`src/ess_pkg.sv`:
```
// constants shared by the encoder source select block and its helpers
// assumes a 32-bit avalon-mm register bus with byte addresses
package ess_pkg;
	localparam logic [4:0]  ESS_OFF_SELECT      = 5'h00;
	localparam logic [4:0]  ESS_OFF_ACTIVE      = 5'h04;
	localparam logic [4:0]  ESS_OFF_TIMING_SRC  = 5'h08;
	localparam logic [4:0]  ESS_OFF_SAVE        = 5'h0C;
	localparam logic [4:0]  ESS_OFF_COUNT       = 5'h10;
	localparam logic [4:0]  ESS_OFF_FEEDBACK    = 5'h14;
	localparam logic [4:0]  ESS_OFF_SCALE       = 5'h18;

	localparam logic [1:0]  ESS_SEL_NONE        = 2'h0;
	localparam logic [1:0]  ESS_SEL_DRIVER      = 2'h1;
	localparam logic [1:0]  ESS_SEL_EXTERNAL    = 2'h2;
	localparam logic [1:0]  ESS_SEL_ILLEGAL     = 2'h3;
	localparam logic [1:0]  ESS_FACTORY_SELECT  = 2'h1;

	localparam logic        ESS_SRC_DIFF        = 1'h0;
	localparam logic        ESS_SRC_SINGLE      = 1'h1;

	localparam logic [15:0] ESS_SCALE_RESET     = 16'h0001;
	localparam int          ESS_SCALE_SHIFT     = 0;
	localparam int          ESS_COUNT_WIDTH     = 32;

	typedef enum logic {
		ESS_BUS_IDLE,
		ESS_BUS_ACK
	} ess_bus_e;
endpackage

```
`src/ess_encoder_source_select.sv`:
```
// encoder source select: picks the encoder feeding the count and the home timing pulse
// assumes an avalon-mm master and an outside nonvolatile store reporting the saved selector
`timescale 1ns/1ns
module ess_encoder_source_select #(
	parameter logic [1:0] FACTORY_SELECT = ess_pkg::ESS_FACTORY_SELECT,
	parameter int         CW             = ess_pkg::ESS_COUNT_WIDTH
) (
	input  wire logic          mclk,
	input  wire logic          rst_n,
	input  wire logic [4:0]    avs_address,
	input  wire logic          avs_read,
	input  wire logic          avs_write,
	input  wire logic [31:0]   avs_writedata,
	input  wire logic [3:0]    avs_byteenable,
	output logic      [31:0]   avs_readdata,
	output logic               avs_waitrequest,
	input  wire logic          seqAccess,
	input  wire logic          savedValid,
	input  wire logic [1:0]    savedSelect,
	output logic               nvSaveStrobe,
	output logic      [1:0]    nvSaveValue,
	input  wire logic          driverPhaseA,
	input  wire logic          driverPhaseB,
	input  wire logic          externalPhaseA,
	input  wire logic          externalPhaseB,
	input  wire logic          driverTimingDiff,
	input  wire logic          externalZeroPulse,
	input  wire logic          timingSingleEnded,
	output logic               timingOut,
	output logic      [CW-1:0] encoderCount,
	output logic      [CW-1:0] feedbackPosition
);
	import ess_pkg::*;

	typedef struct packed {
		ess_bus_e      busState;
		logic          waitReq;
		logic [31:0]   rdData;
		logic          loaded;
		logic [1:0]    staged;
		logic [1:0]    active;
		logic          sourceSingle;
		logic [15:0]   scale;
		logic          saveStrobe;
		logic [1:0]    saveValue;
		logic          presetLoad;
		logic [CW-1:0] presetValue;
		logic          timingOut;
	} ess_top_s;

	ess_top_s s;
	ess_top_s next_s;
	logic     encA;
	logic     encB;

	function automatic logic [31:0] essMerge(input logic [31:0] old, input logic [31:0] wr,
			input logic [3:0] be);
		logic [31:0] r;
		r = old;
		for (int i = 0; i < 4; i++) begin
			if (be[i]) begin
				r[8*i +: 8] = wr[8*i +: 8];
			end
		end
		return r;
	endfunction

	// only the active selector steers the phase inputs
	assign encA = (s.active == ESS_SEL_EXTERNAL) ? externalPhaseA : driverPhaseA;
	assign encB = (s.active == ESS_SEL_EXTERNAL) ? externalPhaseB : driverPhaseB;

	always_comb begin
		logic [31:0] rd;
		rd = 32'h0000_0000;
		next_s = s;
		next_s.saveStrobe = 1'b0;
		next_s.presetLoad = 1'b0;

		// caught one cycle after release, since reset may only load constants
		if (!s.loaded) begin
			next_s.loaded = 1'b1;
			if (savedValid && savedSelect != ESS_SEL_ILLEGAL) begin
				next_s.active = savedSelect;
				next_s.staged = savedSelect;
			end else begin
				next_s.active = FACTORY_SELECT;
				next_s.staged = FACTORY_SELECT;
			end
		end

		if (s.sourceSingle == ESS_SRC_SINGLE) begin
			next_s.timingOut = timingSingleEnded;
		end else begin
			case (s.active)
				ESS_SEL_DRIVER:   next_s.timingOut = driverTimingDiff;
				ESS_SEL_EXTERNAL: next_s.timingOut = externalZeroPulse;
				default:          next_s.timingOut = 1'b0;
			endcase
		end

		case (avs_address)
			ESS_OFF_SELECT:     rd = {30'h0, s.staged};
			ESS_OFF_ACTIVE:     rd = {30'h0, s.active};
			ESS_OFF_TIMING_SRC: rd = {31'h0, s.sourceSingle};
			ESS_OFF_COUNT:      rd = 32'(encoderCount);
			ESS_OFF_FEEDBACK:   rd = 32'(feedbackPosition);
			ESS_OFF_SCALE:      rd = {16'h0, s.scale};
			default:            rd = 32'h0000_0000;
		endcase

		case (s.busState)
			ESS_BUS_IDLE: begin
				next_s.waitReq = 1'b1;
				if (avs_read) begin
					next_s.rdData = rd;
					next_s.waitReq = 1'b0;
					next_s.busState = ESS_BUS_ACK;
				end else if (avs_write) begin
					next_s.waitReq = 1'b0;
					next_s.busState = ESS_BUS_ACK;
				end
			end
			ESS_BUS_ACK: begin
				// write commits at the edge that sees waitrequest low
				next_s.waitReq = 1'b1;
				next_s.busState = ESS_BUS_IDLE;
				if (avs_write) begin
					case (avs_address)
						ESS_OFF_SELECT: begin
							// staged only; active takes it at the next reset only after a save, via savedSelect
							if (!seqAccess && avs_byteenable[0]
									&& avs_writedata[1:0] != ESS_SEL_ILLEGAL) begin
								next_s.staged = avs_writedata[1:0];
							end
						end
						ESS_OFF_TIMING_SRC: begin
							if (avs_byteenable[0]) begin
								next_s.sourceSingle = avs_writedata[0];
							end
						end
						ESS_OFF_SAVE: begin
							if (avs_byteenable[0] && avs_writedata[0]) begin
								next_s.saveStrobe = 1'b1;
								next_s.saveValue = s.staged;
							end
						end
						ESS_OFF_COUNT: begin
							if (s.active != ESS_SEL_NONE) begin
								next_s.presetLoad = 1'b1;
								next_s.presetValue = CW'(essMerge(32'(encoderCount),
									avs_writedata, avs_byteenable));
							end
						end
						ESS_OFF_SCALE: begin
							next_s.scale = 16'(essMerge({16'h0, s.scale}, avs_writedata,
								avs_byteenable));
						end
						default: begin
						end
					endcase
				end
			end
			default: begin
				next_s.waitReq = 1'b1;
				next_s.busState = ESS_BUS_IDLE;
			end
		endcase
	end

	always_ff @(posedge mclk) begin
		if (!rst_n) begin
			s <= '0;
			s.busState <= ESS_BUS_IDLE;
			s.waitReq <= 1'b1;
			s.scale <= ESS_SCALE_RESET;
		end else begin
			s <= next_s;
		end
	end

	ess_quad_decoder #(
		.CW (CW)
	) u_decoder (
		.mclk      (mclk),
		.rst_n     (rst_n),
		.enable    (s.active != ESS_SEL_NONE),
		.phaseA    (encA),
		.phaseB    (encB),
		.load      (s.presetLoad),
		.loadValue (s.presetValue),
		.count     (encoderCount)
	);

	ess_position_scaler #(
		.CW    (CW),
		.SHIFT (ESS_SCALE_SHIFT)
	) u_scaler (
		.mclk     (mclk),
		.rst_n    (rst_n),
		.count    (encoderCount),
		.scale    (s.scale),
		.position (feedbackPosition)
	);

	assign avs_readdata    = s.rdData;
	assign avs_waitrequest = s.waitReq;
	assign nvSaveStrobe    = s.saveStrobe;
	assign nvSaveValue     = s.saveValue;
	assign timingOut       = s.timingOut;

	a_zero_count: assert property (@(posedge mclk) disable iff (!rst_n)
		s.active == ESS_SEL_NONE |=> encoderCount == '0)
		else $error("count not held at zero with no encoder");

	a_active_frozen: assert property (@(posedge mclk) disable iff (!rst_n)
		s.loaded |=> $stable(s.active))
		else $error("active selector changed without reset");

	a_power_load: assert property (@(posedge mclk) disable iff (!rst_n)
		rst_n && !s.loaded |=> s.active == ($past(savedValid)
			&& $past(savedSelect) != ESS_SEL_ILLEGAL
			? $past(savedSelect) : FACTORY_SELECT))
		else $error("selector not loaded from saved or factory value");

	a_seq_write: assert property (@(posedge mclk) disable iff (!rst_n)
		s.busState == ESS_BUS_ACK && avs_write && seqAccess && s.loaded
		|=> $stable(s.staged))
		else $error("sequence write changed the selector");

	a_timing_single: assert property (@(posedge mclk) disable iff (!rst_n)
		s.sourceSingle == ESS_SRC_SINGLE |=> timingOut == $past(timingSingleEnded))
		else $error("timing not from single-ended input");

	a_timing_select: assert property (@(posedge mclk) disable iff (!rst_n)
		s.sourceSingle == ESS_SRC_DIFF |=> timingOut ==
			($past(s.active) == ESS_SEL_DRIVER ? $past(driverTimingDiff) :
			 $past(s.active) == ESS_SEL_EXTERNAL ? $past(externalZeroPulse) : 1'b0))
		else $error("timing source does not follow selector");

	a_bus_answer: assert property (@(posedge mclk) disable iff (!rst_n)
		s.busState == ESS_BUS_IDLE && (avs_read || avs_write)
		|=> !avs_waitrequest ##1 avs_waitrequest)
		else $error("bus answer not exactly one cycle");

	a_save_value: assert property (@(posedge mclk) disable iff (!rst_n)
		nvSaveStrobe |-> nvSaveValue == $past(s.staged) && !$past(nvSaveStrobe))
		else $error("save does not carry the staged selector");

	a_save_pulse: assert property (@(posedge mclk) disable iff (!rst_n)
		s.busState == ESS_BUS_ACK && avs_write && avs_address == ESS_OFF_SAVE
		&& avs_byteenable[0] && avs_writedata[0] |=> nvSaveStrobe)
		else $error("save write gave no save pulse");

	a_save_single: assert property (@(posedge mclk) disable iff (!rst_n)
		nvSaveStrobe |=> !nvSaveStrobe)
		else $error("save pulse longer than one cycle");

	a_preset_load: assert property (@(posedge mclk) disable iff (!rst_n)
		s.presetLoad |=> encoderCount == $past(s.presetValue))
		else $error("count preset not taken");

	// a preset must never sneak past the unused selector
	a_preset_refused: assert property (@(posedge mclk) disable iff (!rst_n)
		s.active == ESS_SEL_NONE |-> !s.presetLoad)
		else $error("preset issued with no encoder selected");

	a_active_read: assert property (@(posedge mclk) disable iff (!rst_n)
		s.busState == ESS_BUS_IDLE && avs_read && avs_address == ESS_OFF_ACTIVE
		|=> avs_readdata == {30'h0, $past(s.active)})
		else $error("active selector read back wrong");

	a_staged_read: assert property (@(posedge mclk) disable iff (!rst_n)
		s.busState == ESS_BUS_IDLE && avs_read && avs_address == ESS_OFF_SELECT
		|=> avs_readdata == {30'h0, $past(s.staged)})
		else $error("staged selector read back wrong");

	a_staged_write: assert property (@(posedge mclk) disable iff (!rst_n)
		s.busState == ESS_BUS_ACK && avs_write && !seqAccess
		&& avs_address == ESS_OFF_SELECT && avs_byteenable[0]
		&& avs_writedata[1:0] != ESS_SEL_ILLEGAL
		|=> s.staged == $past(avs_writedata[1:0]))
		else $error("host select write not staged");

	a_illegal_select: assert property (@(posedge mclk) disable iff (!rst_n)
		s.busState == ESS_BUS_ACK && avs_write && avs_address == ESS_OFF_SELECT
		&& (!avs_byteenable[0] || avs_writedata[1:0] == ESS_SEL_ILLEGAL)
		|=> $stable(s.staged))
		else $error("refused select write changed the selector");

	a_idle_wait: assert property (@(posedge mclk) disable iff (!rst_n)
		s.busState == ESS_BUS_IDLE |-> avs_waitrequest)
		else $error("waitrequest low outside the answer cycle");
endmodule

```
`src/ess_quad_decoder.sv`:
```
// quadrature decoder keeping the encoder count
// assumes a and b already synchronous to mclk
`timescale 1ns/1ns
module ess_quad_decoder #(
	parameter int CW = ess_pkg::ESS_COUNT_WIDTH
) (
	input  wire logic          mclk,
	input  wire logic          rst_n,
	input  wire logic          enable,
	input  wire logic          phaseA,
	input  wire logic          phaseB,
	input  wire logic          load,
	input  wire logic [CW-1:0] loadValue,
	output logic      [CW-1:0] count
);
	import ess_pkg::*;

	typedef struct packed {
		logic          prevA;
		logic          prevB;
		logic          armed;
		logic [CW-1:0] count;
	} ess_dec_s;

	ess_dec_s s;
	ess_dec_s next_s;

	// +1 forward, -1 backward, 0 idle or a skipped (double) step
	function automatic logic [1:0] essStep(input logic [3:0] t);
		case (t)
			4'h1, 4'h7, 4'hE, 4'h8: essStep = 2'h1;
			4'h2, 4'hB, 4'hD, 4'h4: essStep = 2'h3;
			default:                essStep = 2'h0;
		endcase
	endfunction

	always_comb begin
		next_s = s;
		next_s.prevA = phaseA;
		next_s.prevB = phaseB;
		// first enabled cycle only primes prev: the phase mux may just have switched encoders
		next_s.armed = enable;
		if (!enable) begin
			next_s.count = '0;
		end else if (load) begin
			next_s.count = loadValue;
		end else if (s.armed && essStep({s.prevA, s.prevB, phaseA, phaseB}) == 2'h1) begin
			next_s.count = s.count + 1'b1;
		end else if (s.armed && essStep({s.prevA, s.prevB, phaseA, phaseB}) == 2'h3) begin
			next_s.count = s.count - 1'b1;
		end
	end

	always_ff @(posedge mclk) begin
		if (!rst_n) begin
			s <= '0;
		end else begin
			s <= next_s;
		end
	end

	assign count = s.count;

	a_count_up: assert property (@(posedge mclk) disable iff (!rst_n)
		enable && !load && s.armed && essStep({s.prevA, s.prevB, phaseA, phaseB}) == 2'h1
		|=> count == $past(count) + 1'b1)
		else $error("count missed a forward step");

	a_count_down: assert property (@(posedge mclk) disable iff (!rst_n)
		enable && !load && s.armed && essStep({s.prevA, s.prevB, phaseA, phaseB}) == 2'h3
		|=> count == $past(count) - 1'b1)
		else $error("count missed a backward step");
endmodule

```
`src/ess_position_scaler.sv`:
```
// scales the encoder count into user units
// assumes scale and count change slowly against the one-cycle latency
`timescale 1ns/1ns
module ess_position_scaler #(
	parameter int CW    = ess_pkg::ESS_COUNT_WIDTH,
	parameter int SHIFT = ess_pkg::ESS_SCALE_SHIFT
) (
	input  wire logic          mclk,
	input  wire logic          rst_n,
	input  wire logic [CW-1:0] count,
	input  wire logic [15:0]   scale,
	output logic      [CW-1:0] position
);
	import ess_pkg::*;

	typedef struct packed {
		logic [CW-1:0] position;
	} ess_scl_s;

	ess_scl_s s;
	ess_scl_s next_s;
	logic signed [CW+16:0] product;

	// the scale is unsigned, so a zero bit keeps it positive in the product
	assign product = $signed(count) * $signed({1'b0, scale});

	always_comb begin
		next_s = s;
		next_s.position = CW'(product >>> SHIFT);
	end

	always_ff @(posedge mclk) begin
		if (!rst_n) begin
			s <= '0;
		end else begin
			s <= next_s;
		end
	end

	assign position = s.position;

	a_scaled_value: assert property (@(posedge mclk) disable iff (!rst_n)
		$past(rst_n) |-> position == CW'($past(product) >>> SHIFT))
		else $error("feedback position does not follow scaled count");
endmodule

```
`config.mk`:
```
export PLATFORM = sky130hd
export DESIGN_NAME = ess_encoder_source_select
export DESIGN_NICKNAME = d
export VERILOG_FILES = /design/src/ess_pkg.sv /design/src/ess_encoder_source_select.sv /design/src/ess_quad_decoder.sv /design/src/ess_position_scaler.sv
export SDC_FILE = /design/constraint.sdc
export NUM_CORES = 1
export LEC_CHECK = 0
export BUFFER_PORTS_ARGS = -buffer_cell sky130_fd_sc_hd__buf_2
export CAP_MARGIN = 40
export CORE_AREA = 5 5 195 197
export CTS_BUF_LIST = sky130_fd_sc_hd__clkbuf_4 sky130_fd_sc_hd__clkbuf_8 sky130_fd_sc_hd__clkbuf_16
export CTS_CLUSTER_SIZE = 30
export DETAILED_ROUTE_END_ITERATION = 12
export DIE_AREA = 0 0 200 202
export PLACE_DENSITY = 0.79
export SLEW_MARGIN = 0
export SYNTH_ARGS = -nofsm -noshare
export SYNTH_HDL_FRONTEND = slang
export SYNTH_SLANG_ARGS = --single-unit
```
`constraint.sdc`:
```
create_clock -name mclk -period 6.1 [get_ports mclk]
set_input_delay 0.61 -clock mclk [delete_from_list [all_inputs] [get_ports mclk]]
set_output_delay 0.61 -clock mclk [all_outputs]
set_load 0.05 [all_outputs]
```
==> impl_results.html <==
<table>
<tr><th>Metric</th><th>Value</th></tr>
<tr><th colspan="2">Floorplan</th></tr>
<tr><td>Count of pins on the block boundary</td><td>157</td></tr>
<tr><td>Core area</td><td>36,100 µm²</td></tr>
<tr><td>Full die area</td><td>between 40,000 and 50,000 µm²</td></tr>
<tr><td>Number of rows in the core area</td><td>70</td></tr>
<tr><td>Height of the die</td><td>202 µm</td></tr>
<tr><td>Initial standard-cell utilization of the core</td><td>0.563</td></tr>
<tr><td>Horizontal die dimension</td><td>around 200 µm</td></tr>
<tr><th colspan="2">Synth</th></tr>
<tr><td>Syn Nets</td><td>2,877</td></tr>
<tr><td>Flip-flop cell with the highest count after synthesis</td><td>sky130_fd_sc_hd__dfxtp_1</td></tr>
<tr><td>Number of warnings issued by yosys</td><td>0</td></tr>
<tr><td>Share of Yosys cell area claimed by the top area cell type</td><td>0.300</td></tr>
<tr><td>Most used standard cells in the synthesized netlist</td><td>393 x sky130_fd_sc_hd__inv_1, 305 x sky130_fd_sc_hd__fa_1, 302 x sky130_fd_sc_hd__nand2_1</td></tr>
<tr><td>Portion of the post-synthesis area used by sequential elements</td><td>0.158</td></tr>
<tr><td>Post-synthesis sequential element count</td><td>160</td></tr>
<tr><td>Leading cell types by total area after synthesis</td><td>sky130_fd_sc_hd__fa_1 30%, sky130_fd_sc_hd__dfxtp_1 16%, sky130_fd_sc_hd__ha_1 7.3%, sky130_fd_sc_hd__inv_1 7.3%, sky130_fd_sc_hd__nand2_1 5.6%</td></tr>
<tr><td>Average footprint of a synthesized cell</td><td>between 8 and 9 µm²</td></tr>
<tr><td>Unique masters post-synth</td><td>76</td></tr>
<tr><td>Netlist Area Pre-Place</td><td>20,300 µm²</td></tr>
<tr><td>Largest area contributor in the netlist</td><td>sky130_fd_sc_hd__fa_1</td></tr>
<tr><td>Number of synthesized flops with an enable pin</td><td>0</td></tr>
<tr><td>Number of instances in the synthesized netlist</td><td>2,397</td></tr>
<tr><td>Fraction of registers with async set or reset after synthesis</td><td>0</td></tr>
<tr><td>Library cell with the highest instance count after synthesis</td><td>sky130_fd_sc_hd__inv_1</td></tr>
<tr><th colspan="2">Drt</th></tr>
<tr><td>Overall via count from detail_route</td><td>17,200</td></tr>
<tr><td>Number of search-and-repair iterations in the first detailed-routing pass</td><td>7</td></tr>
<tr><td>WL/cell</td><td>~21 µm</td></tr>
<tr><td>Via density per instance</td><td>approximately 5.8</td></tr>
<tr><td>Post-Route WL</td><td>61,400 µm</td></tr>
<tr><td>Remaining antenna violation count</td><td>0</td></tr>
<tr><td>DRC</td><td>0</td></tr>
<tr><td>Drt first-iter violations</td><td>1,211</td></tr>
<tr><th colspan="2">Critical path</th></tr>
<tr><td>Crit-path max FO</td><td>8</td></tr>
<tr><td>Arrival time of data at the critical path endpoint</td><td>around 6400 ps</td></tr>
<tr><td>WP data required</td><td>6440 ps</td></tr>
<tr><td>Depth of the worst register-to-register path</td><td>22</td></tr>
<tr><td>Worst reg2reg startpoint</td><td>s[43]</td></tr>
<tr><td>Category of the worst setup path capture point</td><td>register</td></tr>
<tr><td>Flop2flop setup slack</td><td>roughly 19 ps</td></tr>
<tr><td>Sort of element at the start of the critical path</td><td>register</td></tr>
<tr><td>Critical setup path kind</td><td>register to register</td></tr>
<tr><td>Reg-to-Reg End</td><td>u_scaler.position[31]</td></tr>
<tr><th colspan="2">STA</th></tr>
<tr><td>Clock period minus worst slack</td><td>6080 ps</td></tr>
<tr><td>Max Slew Vio Count</td><td>0</td></tr>
<tr><td>Slew of the pin with the lowest slew margin</td><td>864 ps</td></tr>
<tr><td>Final hold violations</td><td>0</td></tr>
<tr><td>Slew Limit Headroom</td><td>0.416</td></tr>
<tr><td>Period Utilization, post-route</td><td>0.997</td></tr>
<tr><td>Setup repair after global routing missed its margin</td><td>yes</td></tr>
<tr><td>Clock Skews</td><td>roughly 18 ps</td></tr>
<tr><td>Final-report setup violation count</td><td>0</td></tr>
<tr><td>Fmax</td><td>0.164 GHz</td></tr>
<tr><td>Final worst hold slack</td><td>423 ps</td></tr>
<tr><th colspan="2">Pwr</th></tr>
<tr><td>Worst voltage drop across the vdd grid</td><td>0.206 mV</td></tr>
<tr><td>Post-route total power</td><td>0.00270 W</td></tr>
<tr><td>Net switching power figure</td><td>roughly 0.00084 W</td></tr>
<tr><td>Relative contribution of combinational cells to total power</td><td>0.173</td></tr>
<tr><td>Leakage</td><td>11.0 nW</td></tr>
<tr><td>Proportion of total power due to net switching</td><td>0.311</td></tr>
<tr><td>Internal power</td><td>0.00186 W</td></tr>
<tr><td>Sequential Power Share</td><td>0.397</td></tr>
<tr><td>Power per cell area</td><td>roughly 120 nW/µm²</td></tr>
<tr><td>Proportion of power drawn by the clock network</td><td>0.431</td></tr>
<tr><th colspan="2">GRT</th></tr>
<tr><td>GR Overflow Total</td><td>0</td></tr>
<tr><td>First-pass GRT wire length</td><td>96,100 µm</td></tr>
<tr><td>Largest net degree at the start of global routing</td><td>49</td></tr>
<tr><td>GRT Total Usage</td><td>0.305</td></tr>
<tr><td>Number of antenna violations at the first check in global routing</td><td>1</td></tr>
<tr><td>Vias in the first global route</td><td>about 18,000</td></tr>
<tr><th colspan="2">Min path</th></tr>
<tr><td>Worst hold start</td><td>avs_writedata[13]</td></tr>
<tr><td>Hold WC Path Type</td><td>primary input to register</td></tr>
<tr><td>Worst hold path stage count</td><td>3</td></tr>
<tr><td>End point of the most critical hold path</td><td>s[50]</td></tr>
<tr><th colspan="2">Status</th></tr>
<tr><td>Run status</td><td>finished, final reports clean</td></tr>
<tr><th colspan="2">Clocking</th></tr>
<tr><td>H-tree depth reported by CTS</td><td>4</td></tr>
<tr><td>Number of clock sinks</td><td>160</td></tr>
<tr><td>Hold-fix buffers, CTS</td><td>0</td></tr>
<tr><td>Worst-path clk slew</td><td>about 80 ps</td></tr>
<tr><td>Clock network latency to the later pin of the worst-skew pair</td><td>460 ps</td></tr>
<tr><td>CTS tree</td><td>done</td></tr>
<tr><td>Num CTS Buffers</td><td>17</td></tr>
<tr><td>Number of buffers between clock root and the deepest sink</td><td>2</td></tr>
<tr><td>Buffer type at the clock tree root</td><td>sky130_fd_sc_hd__clkbuf_16</td></tr>
<tr><th colspan="2">Finish</th></tr>
<tr><td>Area of the multi-input gates</td><td>14,700 µm²</td></tr>
<tr><td>Layout cells sized above 1</td><td>0.165</td></tr>
<tr><td>Area delta synth-&gt;final</td><td>11.1%</td></tr>
<tr><td>Number of inserted filler cells in the final layout</td><td>3,047</td></tr>
<tr><td>Number of nets in the finished design</td><td>2,981</td></tr>
<tr><td>Flip-flop and latch area</td><td>between 3000 and 4000 µm²</td></tr>
<tr><th colspan="2">Job</th></tr>
<tr><td>Reported max-cap violation count</td><td>0</td></tr>
<tr><th colspan="2">Placement</th></tr>
<tr><td>DPL Wire Length</td><td>48,300 µm</td></tr>
<tr><td>RD Place Congestion</td><td>0.950</td></tr>
<tr><td>Number of buffers inserted by port buffering</td><td>156</td></tr>
</table>
==> power by group through the flow <==
stage | combinational [W] | sequential (W) | clock, W
floorplan | 0.000325 | 0.00110 | 0
global placement | 0.000445 | 0.00110 | 0
detailed placement | 0.000451 | 0.00110 | 0
CTS | 0.000456 | 0.00107 | 0.00117
global route | 0.000504 | 0.00107 | 0.00121
finish | 0.000467 | 0.00107 | 0.00116
==> metrics by stage <==
stage / setup WS [ps] / std cells / setup TNS [ps] / util / instance area, µm²
after floorplan: 70.6 / 2397 / 0 / - / 20300
after global placement: 16.3 / 2936 / 0 / 0.598 / 21600
after detailed placement: -64.5 / 2938 / -67.5 / 0.599 / 21600
after CTS: 20.9 / 2971 / 0 / 0.617 / 22300
after global routing: -70.5 / 2982 / -230 / 0.626 / 22600
final: 19.1 / 2983 / 0 / 0.626 / 22600
==> critical path, cell delays in order, from the launching register on <==
cell	delay, ps
sky130_fd_sc_hd__dfxtp_1	370
sky130_fd_sc_hd__buf_4	170
sky130_fd_sc_hd__buf_4	170
sky130_fd_sc_hd__nand2_1	70
sky130_fd_sc_hd__fa_1	460
sky130_fd_sc_hd__fa_1	580
sky130_fd_sc_hd__inv_1	70
sky130_fd_sc_hd__fa_1	520
sky130_fd_sc_hd__inv_1	50
sky130_fd_sc_hd__fa_1	470
sky130_fd_sc_hd__fa_1	490
sky130_fd_sc_hd__fa_1	500
sky130_fd_sc_hd__inv_1	50
sky130_fd_sc_hd__ha_1	290
sky130_fd_sc_hd__buf_4	160
sky130_fd_sc_hd__and3_4	180
sky130_fd_sc_hd__a311o_1	410
sky130_fd_sc_hd__a41oi_4	340
sky130_fd_sc_hd__o211ai_1	160
sky130_fd_sc_hd__o211a_1	150
sky130_fd_sc_hd__nand3_2	100
sky130_fd_sc_hd__nand3_2	60
sky130_fd_sc_hd__nor3b_2	170
==> per-layer routing <==
layer  part of all wire  vias up  global-route usage
met5                  0        -                   0
met4              0.067        0               0.175
met3              0.089      240              0.0625
met2               0.47      872               0.487
met1               0.38     8480               0.384
li1                   -     7625                   -
==> area by class of cell <==
type / instances / area share
tap: 468 / 0.0259
antenna: 1 / 0.000111
clock inverter: 14 / 0.00737
inverter: 394 / 0.0655
timing repair buffer: 296 / 0.0864
sequential: 160 / 0.143
clock buffer: 18 / 0.0194
multi-input combinational: 1632 / 0.652
==> what timing repair did <==
item                                    CTS  global route
cloned                                    0             2
pin swaps                                 8            35
buffers inserted                          1             8
endpoints found under the setup margin    2            12
resized for setup                         5            64
==> layout by cell type (no fill, tap or decap), drive strengths merged, types with 3 or more instances in the layout <==
cell type	count
xor2	20
a21boi	3
a21o	29
xnor2	50
a22oi	34
o211a	5
or4	3
nand3	16
o31a	3
ha	119
nor3b	5
o21a	10
nor2b	9
a211oi	46
nand2	303
fa	305
nand4	8
mux2i	58
o211ai	8
and2	167
a21oi	131
and4	4
nor4	5
o21ai	49
clkbuf	19
dfxtp	160
or3	6
buf	295
a211o	4
nor3	16
nand2b	8
and3	17
inv	402
nor2	160
==> cells by family after synthesis <==
group / synth area share
AO/OA/AOI/OAI: 0.114
XOR/XNOR: 0.0302
adder cells (fa/ha/maj): 0.374
buffers and inverters: 0.125
flip-flops: 0.158
multiplexers: 0.0302
AND/OR/NAND/NOR: 0.169
==> state kept, by name, indices dropped and copies added, names as in the netlist <==
register / flops
avs_readdata: 32
avs_waitrequest: 1
nvSaveStrobe: 1
nvSaveValue: 2
s: 56
timingOut: 1
u_decoder.count: 32
u_decoder.s: 3
u_scaler.position: 32
==> worst max-delay path by stage <==
stage / end / slack [ps] / start / cells past startpoint
floorplan: u_scaler.position[31] / 70 / u_decoder.count[7] / 25
global placement: u_scaler.position[31] / 20 / u_decoder.count[10] / 24
detailed placement: u_scaler.position[31] / -60 / u_decoder.count[9] / 23
CTS: u_scaler.position[31] / 20 / u_decoder.count[9] / 24
global route: u_scaler.position[31] / -70 / s[43] / 24
finish: u_scaler.position[31] / 20 / s[43] / 22
No activity file was read; power rests on OpenSTA's default activity.
